--- config.mk ---
export PLATFORM = sky130hd
export DESIGN_NAME = lcim_top
export DESIGN_NICKNAME = d
export VERILOG_FILES = /design/src/rtl/lcim_pkg.sv /design/src/rtl/lcim_top.sv
export VERILOG_INCLUDE_DIRS = /design/src /design/src/rtl
export SDC_FILE = /design/constraint.sdc
export NUM_CORES = 2
export LEC_CHECK = 0
export BUFFER_PORTS_ARGS = -buffer_cell sky130_fd_sc_hd__buf_2
export CAP_MARGIN = 0
export CORE_ASPECT_RATIO = 0.9
export CORE_MARGIN = 5
export CORE_UTILIZATION = 50
export CTS_CLUSTER_DIAMETER = 200
export DETAILED_ROUTE_END_ITERATION = 6
export MAX_ROUTING_LAYER = met4
export PLACE_DENSITY = 0.75
export RECOVER_POWER = 25
export SYNTH_ARGS = -nofsm -noshare
export SYNTH_HDL_FRONTEND = slang
export SYNTH_SLANG_ARGS = --single-unit
--- constraint.sdc ---
create_clock -name MCLK_I -period 2.2 [get_ports MCLK_I]
set_input_delay 0.22 -clock MCLK_I [delete_from_list [all_inputs] [get_ports MCLK_I]]
set_output_delay 0.22 -clock MCLK_I [all_outputs]
set_load 0.02 [all_outputs]
--- src/rtl/lcim_regs.svh ---
`ifndef LCIM_REGS_SVH
`define LCIM_REGS_SVH

// ----------------------------------------------------------------------------
// Register indices (byte address is four times the index)
// ----------------------------------------------------------------------------
`define LCIM_IDX_W          11
`define LCIM_CH_STRIDE      11'h040
`define LCIM_CH1_BASE_IDX   11'h01B
`define LCIM_CH9_BASE_IDX   11'h21B
`define LCIM_GMASK0_IDX     11'h7DB

// Offsets inside one channel block of 0x40 indices.
`define LCIM_OFS_EDGE_SEL   6'h1A
`define LCIM_OFS_MASK0      6'h1B
`define LCIM_OFS_MASK1      6'h1C
`define LCIM_OFS_MASK2      6'h1D
`define LCIM_OFS_LIVE_CONDITION_STATUS0      6'h1E
`define LCIM_OFS_STAT1      6'h1F
`define LCIM_OFS_FLAG0      6'h20
`define LCIM_OFS_FLAG1      6'h21
`define LCIM_OFS_FLAG2      6'h22

// ----------------------------------------------------------------------------
// Implemented bits and reset values
// ----------------------------------------------------------------------------
`define LCIM_BITS_GROUP0    8'hFF
`define LCIM_BITS_GROUP1    8'hE3
`define LCIM_BITS_GROUP2    8'h3F
`define LCIM_BITS_LIVE_CONDITION_STATUS0     8'h9F
`define LCIM_BITS_EDGE_SEL  8'h7F
`define LCIM_RST_MASK0      8'hFF
`define LCIM_RST_MASK1      8'hE3
`define LCIM_RST_MASK2      8'h3F
`define LCIM_RST_STAT       8'h00
`define LCIM_RST_EDGE_SEL   8'h00

// ----------------------------------------------------------------------------
// Field positions
// ----------------------------------------------------------------------------
`define LCIM_LIVE_CONDITION_STATUS0_AUTOLOOP 7
`define LCIM_ES_AIS         6
`define LCIM_ES_PA          5
`define LCIM_ES_TOC         4
`define LCIM_ES_TCKLOS      3
`define LCIM_ES_TLOS        2
`define LCIM_ES_LOS         1
`define LCIM_ES_IB          0

`endif

--- src/rtl/lcim_pkg.sv ---
package lcim_pkg;

   typedef logic [7:0] lcim_byte_t;

   typedef enum logic [3:0] {
      LCIM_SEL_NONE,
      LCIM_SEL_EDGE_SEL,
      LCIM_SEL_MASK0,
      LCIM_SEL_MASK1,
      LCIM_SEL_MASK2,
      LCIM_SEL_LIVE_CONDITION_STATUS0,
      LCIM_SEL_STAT1,
      LCIM_SEL_FLAG0,
      LCIM_SEL_FLAG1,
      LCIM_SEL_FLAG2,
      LCIM_SEL_GMASK0
   } lcim_sel_t;

endpackage

--- src/rtl/lcim_top.sv ---
// The APB slave port was left to the implementer.
`include "lcim_regs.svh"
`timescale 1ns/1ps
`default_nettype none

module lcim_top #(
   parameter int NUM_CH = 16
) (
   input  wire logic                   MCLK_I,
   input  wire logic                   RST_B_I,
   input  wire logic                   PSEL_I,
   input  wire logic                   PENABLE_I,
   input  wire logic                   PWRITE_I,
   input  wire logic [12:0]            PADDR_I,
   input  wire logic [31:0]            PWDATA_I,
   input  wire logic [3:0]             PSTRB_I,
   output logic      [31:0]            PRDATA_O,
   output logic                        PREADY_O,
   output logic                        PSLVERR_O,
   input  wire logic [NUM_CH-1:0][7:0] COND_LIVE_CONDITION_STATUS0_I,
   input  wire logic [NUM_CH-1:0][7:0] COND_STAT1_I,
   input  wire logic [NUM_CH-1:0][7:0] EVENT_GROUP0_I,
   input  wire logic [NUM_CH-1:0][7:0] EVENT_GROUP2_I,
   output logic                        IRQ_O
);

   // -------------------------------------------------------------------------
   // State
   // -------------------------------------------------------------------------
   typedef struct packed {
      logic [NUM_CH-1:0][7:0] mask0;
      logic [NUM_CH-1:0][7:0] mask1;
      logic [NUM_CH-1:0][7:0] mask2;
      logic [NUM_CH-1:0][7:0] edge_sel;
      logic [NUM_CH-1:0][7:0] flag0;
      logic [NUM_CH-1:0][7:0] flag1;
      logic [NUM_CH-1:0][7:0] flag2;
      logic [NUM_CH-1:0][7:0] live_condition_status0;
      logic [NUM_CH-1:0][7:0] stat1;
      logic [7:0]             gmask0;
      logic [31:0]            prdata;
      logic                   ready;
      logic                   slverr;
      logic                   irq;
   } lcim_state_t;

   lcim_state_t st_reg;
   lcim_state_t st_next;

   // -------------------------------------------------------------------------
   // Address decode
   // -------------------------------------------------------------------------
   logic [`LCIM_IDX_W-1:0] idx;
   logic [5:0]             ofs;
   logic [3:0]             ch;
   lcim_pkg::lcim_sel_t    sel;
   logic                   in_block;

   assign idx      = PADDR_I[12:2];
   assign ofs      = idx[5:0];
   assign ch       = idx[9:6];
   // Channel n sits 0x40 indices above channel n-1; the block from channel 9
   // onward starts at its own base, which lands on the same stride here.
   assign in_block = (idx[10] == 1'b0) && (int'(ch) < NUM_CH)
                     && (ofs >= `LCIM_OFS_EDGE_SEL) && (ofs <= `LCIM_OFS_FLAG2);

   always_comb begin
      sel = lcim_pkg::LCIM_SEL_NONE;
      if (idx == `LCIM_GMASK0_IDX) begin
         sel = lcim_pkg::LCIM_SEL_GMASK0;
      end else if (in_block) begin
         unique case (ofs)
            `LCIM_OFS_EDGE_SEL: sel = lcim_pkg::LCIM_SEL_EDGE_SEL;
            `LCIM_OFS_MASK0:    sel = lcim_pkg::LCIM_SEL_MASK0;
            `LCIM_OFS_MASK1:    sel = lcim_pkg::LCIM_SEL_MASK1;
            `LCIM_OFS_MASK2:    sel = lcim_pkg::LCIM_SEL_MASK2;
            `LCIM_OFS_LIVE_CONDITION_STATUS0:    sel = lcim_pkg::LCIM_SEL_LIVE_CONDITION_STATUS0;
            `LCIM_OFS_STAT1:    sel = lcim_pkg::LCIM_SEL_STAT1;
            `LCIM_OFS_FLAG0:    sel = lcim_pkg::LCIM_SEL_FLAG0;
            `LCIM_OFS_FLAG1:    sel = lcim_pkg::LCIM_SEL_FLAG1;
            `LCIM_OFS_FLAG2:    sel = lcim_pkg::LCIM_SEL_FLAG2;
            default:            sel = lcim_pkg::LCIM_SEL_NONE;
         endcase
      end
   end

   // -------------------------------------------------------------------------
   // Bus phases
   // -------------------------------------------------------------------------
   logic setup_phase;
   logic wr_done;
   logic wr_low;

   assign setup_phase = PSEL_I && !PENABLE_I;
   assign wr_done     = PSEL_I && PENABLE_I && st_reg.ready && PWRITE_I;
   assign wr_low      = wr_done && PSTRB_I[0] && (sel != lcim_pkg::LCIM_SEL_NONE);

   // -------------------------------------------------------------------------
   // Per-channel flag set terms
   // -------------------------------------------------------------------------
   logic [NUM_CH-1:0][7:0] set0;
   logic [NUM_CH-1:0][7:0] set1;
   logic [NUM_CH-1:0][7:0] set2;
   logic [NUM_CH-1:0][7:0] both0;
   logic [NUM_CH-1:0][7:0] both1;
   logic [NUM_CH-1:0][7:0] eff_mask0;
   logic [NUM_CH-1:0]      pend;

   genvar gc;
   generate
      for (gc = 0; gc < NUM_CH; gc++) begin : g_ch
         logic [7:0] rise0;
         logic [7:0] fall0;
         logic [7:0] rise1;
         logic [7:0] fall1;
         logic [7:0] es;

         assign es    = st_reg.edge_sel[gc];
         assign rise0 = COND_LIVE_CONDITION_STATUS0_I[gc] & ~st_reg.live_condition_status0[gc];
         assign fall0 = ~COND_LIVE_CONDITION_STATUS0_I[gc] & st_reg.live_condition_status0[gc];
         assign rise1 = COND_STAT1_I[gc] & ~st_reg.stat1[gc];
         assign fall1 = ~COND_STAT1_I[gc] & st_reg.stat1[gc];

         // Edge-select bits cover one or two status bits each.
         assign both0[gc] = {3'h0, es[`LCIM_ES_TOC], es[`LCIM_ES_TCKLOS],
                             es[`LCIM_ES_TLOS], es[`LCIM_ES_LOS], es[`LCIM_ES_LOS]};
         assign both1[gc] = {es[`LCIM_ES_AIS], es[`LCIM_ES_AIS], es[`LCIM_ES_PA],
                             3'h0, es[`LCIM_ES_IB], es[`LCIM_ES_IB]};

         // Level conditions set flags by edges, one-shot detectors by pulses.
         assign set0[gc] = {EVENT_GROUP0_I[gc][7:5],
                            (rise0[4:0] | (fall0[4:0] & both0[gc][4:0]))};
         assign set1[gc] = (rise1 | (fall1 & both1[gc])) & `LCIM_BITS_GROUP1;
         assign set2[gc] = EVENT_GROUP2_I[gc] & `LCIM_BITS_GROUP2;

         // The global copy masks group0 sources in every channel at once.
         assign eff_mask0[gc] = st_reg.mask0[gc] | st_reg.gmask0;

         // Mask one suppresses, zero passes the flag to the output.
         assign pend[gc] = |(st_reg.flag0[gc] & ~eff_mask0[gc])
                         | |(st_reg.flag1[gc] & ~st_reg.mask1[gc])
                         | |(st_reg.flag2[gc] & ~st_reg.mask2[gc]);
      end
   endgenerate

   // -------------------------------------------------------------------------
   // Read mux
   // -------------------------------------------------------------------------
   lcim_pkg::lcim_byte_t rd_byte;

   always_comb begin
      rd_byte = 8'h00;
      if (int'(ch) < NUM_CH) begin
         unique case (sel)
            lcim_pkg::LCIM_SEL_EDGE_SEL: rd_byte = st_reg.edge_sel[ch];
            lcim_pkg::LCIM_SEL_MASK0:    rd_byte = st_reg.mask0[ch];
            lcim_pkg::LCIM_SEL_MASK1:    rd_byte = st_reg.mask1[ch];
            lcim_pkg::LCIM_SEL_MASK2:    rd_byte = st_reg.mask2[ch];
            lcim_pkg::LCIM_SEL_LIVE_CONDITION_STATUS0:    rd_byte = st_reg.live_condition_status0[ch] & `LCIM_BITS_LIVE_CONDITION_STATUS0;
            lcim_pkg::LCIM_SEL_STAT1:    rd_byte = st_reg.stat1[ch] & `LCIM_BITS_GROUP1;
            lcim_pkg::LCIM_SEL_FLAG0:    rd_byte = st_reg.flag0[ch];
            lcim_pkg::LCIM_SEL_FLAG1:    rd_byte = st_reg.flag1[ch];
            lcim_pkg::LCIM_SEL_FLAG2:    rd_byte = st_reg.flag2[ch];
            lcim_pkg::LCIM_SEL_GMASK0:   rd_byte = st_reg.gmask0;
            lcim_pkg::LCIM_SEL_NONE:     rd_byte = 8'h00;
         endcase
      end else if (sel == lcim_pkg::LCIM_SEL_GMASK0) begin
         rd_byte = st_reg.gmask0;
      end
   end

   // -------------------------------------------------------------------------
   // Next state
   // -------------------------------------------------------------------------
   always_comb begin
      logic [7:0] wb;
      logic       hit;
      wb      = PWDATA_I[7:0];
      hit     = 1'b0;
      st_next = st_reg;

      // One wait-free access cycle: ready rises in the cycle after setup.
      st_next.ready = setup_phase;
      if (setup_phase) begin
         st_next.prdata = {24'h00_0000, rd_byte};
         st_next.slverr = (sel == lcim_pkg::LCIM_SEL_NONE);
      end else if (!PSEL_I) begin
         st_next.slverr = 1'b0;
      end

      if (wr_low && sel == lcim_pkg::LCIM_SEL_GMASK0) begin
         st_next.gmask0 = wb;
      end

      for (int c = 0; c < NUM_CH; c++) begin
         hit = wr_low && (int'(ch) == c);
         // Status registers are live copies; stat is also the edge history.
         st_next.live_condition_status0[c] = COND_LIVE_CONDITION_STATUS0_I[c] & `LCIM_BITS_LIVE_CONDITION_STATUS0;
         st_next.stat1[c] = COND_STAT1_I[c] & `LCIM_BITS_GROUP1;

         if (hit && sel == lcim_pkg::LCIM_SEL_MASK0) begin
            st_next.mask0[c] = wb & `LCIM_BITS_GROUP0;
         end
         if (hit && sel == lcim_pkg::LCIM_SEL_MASK1) begin
            st_next.mask1[c] = wb & `LCIM_BITS_GROUP1;
         end
         if (hit && sel == lcim_pkg::LCIM_SEL_MASK2) begin
            st_next.mask2[c] = wb & `LCIM_BITS_GROUP2;
         end
         if (hit && sel == lcim_pkg::LCIM_SEL_EDGE_SEL) begin
            st_next.edge_sel[c] = wb & `LCIM_BITS_EDGE_SEL;
         end

         // Write-one clears, but a set arriving in the same cycle wins.
         st_next.flag0[c] = (st_reg.flag0[c]
                            & ~((hit && sel == lcim_pkg::LCIM_SEL_FLAG0) ? wb : 8'h00))
                            | set0[c];
         st_next.flag1[c] = ((st_reg.flag1[c]
                            & ~((hit && sel == lcim_pkg::LCIM_SEL_FLAG1) ? wb : 8'h00))
                            | set1[c]) & `LCIM_BITS_GROUP1;
         st_next.flag2[c] = ((st_reg.flag2[c]
                            & ~((hit && sel == lcim_pkg::LCIM_SEL_FLAG2) ? wb : 8'h00))
                            | set2[c]) & `LCIM_BITS_GROUP2;
      end

      st_next.irq = |pend;
   end

   // -------------------------------------------------------------------------
   // Registers
   // -------------------------------------------------------------------------
   always_ff @(posedge MCLK_I or negedge RST_B_I) begin
      if (!RST_B_I) begin
         st_reg.mask0    <= {NUM_CH{`LCIM_RST_MASK0}};
         st_reg.mask1    <= {NUM_CH{`LCIM_RST_MASK1}};
         st_reg.mask2    <= {NUM_CH{`LCIM_RST_MASK2}};
         st_reg.edge_sel <= {NUM_CH{`LCIM_RST_EDGE_SEL}};
         st_reg.flag0    <= {NUM_CH{8'h00}};
         st_reg.flag1    <= {NUM_CH{8'h00}};
         st_reg.flag2    <= {NUM_CH{8'h00}};
         st_reg.live_condition_status0    <= {NUM_CH{`LCIM_RST_STAT}};
         st_reg.stat1    <= {NUM_CH{`LCIM_RST_STAT}};
         st_reg.gmask0   <= `LCIM_RST_MASK0;
         st_reg.prdata   <= 32'h0000_0000;
         st_reg.ready    <= 1'b0;
         st_reg.slverr   <= 1'b0;
         st_reg.irq      <= 1'b0;
      end else begin
         st_reg <= st_next;
      end
   end

   assign PRDATA_O  = st_reg.prdata;
   assign PREADY_O  = st_reg.ready;
   assign PSLVERR_O = st_reg.slverr && st_reg.ready;
   assign IRQ_O     = st_reg.irq;

endmodule

`default_nettype wire

# == After elaboration in Yosys (flattened, before gate mapping) ==
# Cells that the tools add are included.
# classes
order_cmp,3
eq_ne,36
n_mux,72
n_bitwise,481
reduce_logical,191
# op_table
op,count
8-bit AND,112
8-bit NOT,96
8-bit OR,64
8-bit OR reduction,48
8-bit 2-to-1 mux,41
8-bit binary-select mux with 4-bit select,9
5-bit AND,48
5-bit NOT,32
1-bit logical AND,138
6-bit by 8-bit AND with 8-bit output,16
6-bit NOT with 8-bit output,16
6-bit AND,16
6-bit 2-to-1 mux,16
6-bit NOT,16
6-bit OR,16
8-bit one-hot mux with 11 select lines,1
5-bit OR,16
4-bit == test (second input constant),11
6-bit by 5-bit == test with 1-bit output (second input constant),6
4-bit one-hot mux with 9 select lines,1
4-bit by 3-bit == test with 1-bit output (second input constant),8
1-bit OR,32
6-bit == test (second input constant),3
4-bit by 2-bit == test with 1-bit output (second input constant),4
other kinds (13),17
# totals
regBits,915
inputBits,566

# == Depth between registers and ports, before layout ==
# logic_depth
depth_word,13
depth_mapped,11

# == Worst setup path after synthesis ==
# OpenSTA, ideal clock, no wires.
# synth_timing
path_kind,in2reg
start,in PADDR_I[8]
end,reg st_reg (netlist bit PRDATA_O[6])
setup_ns,0.129
arrival_ns,2.492
required_time_ns,2.071
slack_ns,-0.421
stages,8
path_cell_list,buf_2 > buf_4 > buf_4 > buf_1 > mux4_2 > mux4_2 > o22ai_1 > a21oi_1
# synth_between
elab_chain_len,4
# synth_lines
item,line_no,source
from (decl),lcim_top.sv:14,"input wire logic [12:0] PADDR_I,"
11-bit == test (no line),--,
4-bit 2-to-1 mux,lcim_top.sv:69,if (idx == `LCIM_GMASK0_IDX) begin
"4-bit == test, or another cell as far along",lcim_top.sv:154,unique case (sel)
8-bit one-hot mux with 11 select lines *,lcim_top.sv:154,
to (signal assigned),lcim_top.sv:249,st_reg <= st_next;
to (decl),lcim_top.sv:47,lcim_state_t st_reg;
# Every way passes the cells marked *; elsewhere a longest branch is shown, timed or not. The select of a mux whose other input is x is not followed.
# A chain may end at the register's enable or synchronous reset.

==> metrics.md <==
| Metric | Value |
|---|---|
| Synthesized area | 0.0453 mm2 |
| DRC | 1 |
| Post-synth top area share | 0.333 |
| Die Span Y | around 300 um |
| Leak Pwr | 0.0253 uW |
| Starting Density | 0.505 |
| Die X | 327 um |
| Worst Setup Path Type | flop to flop |
| Setup TNS | -7020 ps |
| Iteration-0 DRC Markers | 5650 |
| Critical path fanouts, max | 3 |
| Critical-path top delay cell | nor4_1 |
| Net Sw Frac | 0.244 |
| First-pass GRT wire length | 293 mm |
| Synth-to-layout area growth | 33.5% |
| Register bit total from synthesis | 915 |
| Top delay family on crit path | simple AND/OR/NAND/NOR gates |
| Tightest Hold Check Type | primary input to flop |
| Failing checks | DRC, capacitance limit, slew limit, setup timing |
| Nets | 5356 |
| I/O pin count | 601 |
| Placed cell area | 0.0537 mm2 |
| Avg Inst Size Synth | ~12 um2 |
| Slew headroom | -0.328 |
| Register area share after synthesis | 0.514 |
| Worst-Skew Late Latency | 680 ps |
| Worst Path Arrival | 3100 ps |
| Routability Congestion | between 1 and 1.5 |
| Root buffer cell | clkbuf_16 |
| Pre-CTS WS | -846 ps |
| Max FFs per register | 793 |
| Most frequent cells in the layout | 598 x dfrtp_1, 428 x buf_4, 389 x nand2b_1 |
| Largest net degree at the start of global routing | 93 |
| EDFF count, synth | 0 |
| Via count | 39.8k |
| NetSw | 9420 uW |
| Yosys warns | 0 |
| Worst-path cell chain | inv_1 > o22ai_1 > nor4_1 > buf_4 > nand4_1 > nor4_1 > nand4_1 |
| Commonest non-fill, non-tap cell in the layout | dfrtp_1 |
| CTS Buffer Depth | 3 |
| Peak VDD IR | 0.000628 V |
| Final Util | 0.675 |
| TritonCTS clock tree | built |
| Final Setup Violations | 160 |
| Cells after Synth | 3661 |
| Remaining antenna violation count after routing | 0 |
| Critical path startpoint category | flop |
| Initial antenna violation count | 18 |
| Reg power frac | 0.445 |
| Die Area | 0.0968 mm2 |
| Sink Count | 915 |
| RSZ-0062 raised after global routing | yes |
| DR WL/cell | 34.1 um |
| Final slew viol count | 25 |
| CP max stage delay | 520 ps |
| Core Region | between 0.08 and 0.09 mm2 |
| Logic pwr share | 0.086 |
| Ys flop type | dfrtp_1 |
| Final worst path period need | 2620 ps |
| WP buf/inv | 2 |
| Max cap viols | 1 |
| Status | finished with violations |
| Max Clk Rate | 0.382 GHz |
| Final period util | 1.19 |
| WP data required | 2680 ps |
| Layout cells sized above 1 | 0.407 |
| Ys async rst share | 1.00 |
| WL final | 207 mm |
| # H-tree levels | 3 |
| Distinct cells, synth | 68 |
| Final Hold Viols | 0 |
| Vias in the first global route | 40.1k |
| Top post-synthesis cells by area | dfrtp_1 33%, dfstp_2 18%, mux4_2 12% |
| Cts bufs inserted | 98 |
| Cell accounting for the most synthesized area | dfrtp_1 |
| # fillers | about 6.3k |
| PD cells | ~640 mW/mm2 |
| Vias/cell | 6.57 |
| IO Port Bufs | 355 |
| Clock power frac | 0.470 |
| Overflow after GRT | 0 |
| Worst-margin pin slew | 1990 ps |
| Final worst setup slack | -415 ps |
| Tot GR Track Use | 0.435 |
| Rows | 104 |
| Fin area | 0.0605 mm2 |
| Internal power | 29300 uW |
| Post-detail-place hpwl | 156 mm |
| First-pass detailed-route iteration total | 7 |
| Final setup skew | 31.7 ps |
| Clk slew on worst S/H paths | around 70 ps |
| Endpoint class of the critical path | flop |
-- timing repair --
action / in CTS / in global routing
endpoints found under the hold margin: 713 / 0
gates resized for setup: 29 / 10
buffers inserted: 4 / 1
hold buffers: 324 / 0
pin swaps: 9 / 14
setup endpoints to repair: 6 / 6
-- worst register-to-register path, stage by stage, from the launching register on --
cell and delay, ps:
dfrtp_1 470, inv_1 200, o22ai_1 110, nor4_1 520, buf_4 210, nand4_1 260
nor4_1 380, nand4_1 250
-- power groups by stage --
stage          sequential [uW]  combinational, uW  clock [uW]
2_1_floorplan            17400               1110           0
3_3_place_gp             17500               2750           0
3_5_place_dp             17500               2770           0
4_1_cts                  17200               3240       18200
5_1_grt                  17200               3450       18900
6_report                 17200               3310       18200
-- stage by stage --
stage	power, uW	cells	hold WS [ps]
2_1_floorplan	18500	3684	-75.6
3_3_place_gp	20200	5527	130
3_5_place_dp	20200	5527	128
4_1_cts	38600	6038	28.4
5_1_grt	39600	6056	119
6_report	38700	6059	132
-- cell type report --
cell class	instances	area (um2)	share of cell area
inverters	218	818	0.0135
clock inverters	46	591	0.00976
multi-input cells	2330	21000	0.348
well taps	1166	1460	0.0241
diodes	20	50.0	0.000827
flip-flops and latches	915	23300	0.385
repair buffers	1227	10300	0.171
clock buffers	137	2910	0.0481
-- cells by family (layout without fill, tap and decap cells) --
group / Yosys count / in the layout / share of synthesized area
flops: 915 / 915 / 0.514
mux: 710 / 710 / 0.234
compound gates: 682 / 682 / 0.0930
other cells: 1 / 44 / 0.0000827
simple gates: 914 / 914 / 0.118
buf+inv: 439 / 1628 / 0.0410
-- per-layer routing --
layer | part of all wire | routed length, um | global-route usage
met1 | 0.36 | 74900 | 0.546
met2 | 0.42 | 87500 | 0.610
met3 | 0.14 | 29700 | 0.169
met4 | 0.071 | 14800 | 0.235
met5 | 0 | 0 | -
-- Yosys cell counts (24+ instances only) --
cell and count:
nor2_1 39, nand2_1 245, dfstp_2 312, inv_1 217, nand3_1 35, clkbuf_1 120
buf_4 42, nand2b_1 390, o211ai_1 156, dfrtp_1 603, nand4_1 41, mux2_2 415
mux4_2 236, mux2i_1 48, nor2_4 30, buf_1 26, nor4_1 28, o22ai_1 100
buf_2 31, o21ai_0 317, a21oi_1 24
-- final timing paths --
check,endpoint,from,depth (start not counted),slack (ps)
setup reg to reg,IRQ_O,st_reg[315],7,-420
min in group asynchronous,st_reg[624],RST_B_I,2,770
setup / recovery,IRQ_O,st_reg[315],7,-420
hold reg to reg,st_reg[648],st_reg[648],2,540
hold / removal,st_reg[1127],PWDATA_I[4],2,130
max in group asynchronous,st_reg[1094],RST_B_I,4,-110
No activity file was read; power rests on OpenSTA's default activity.
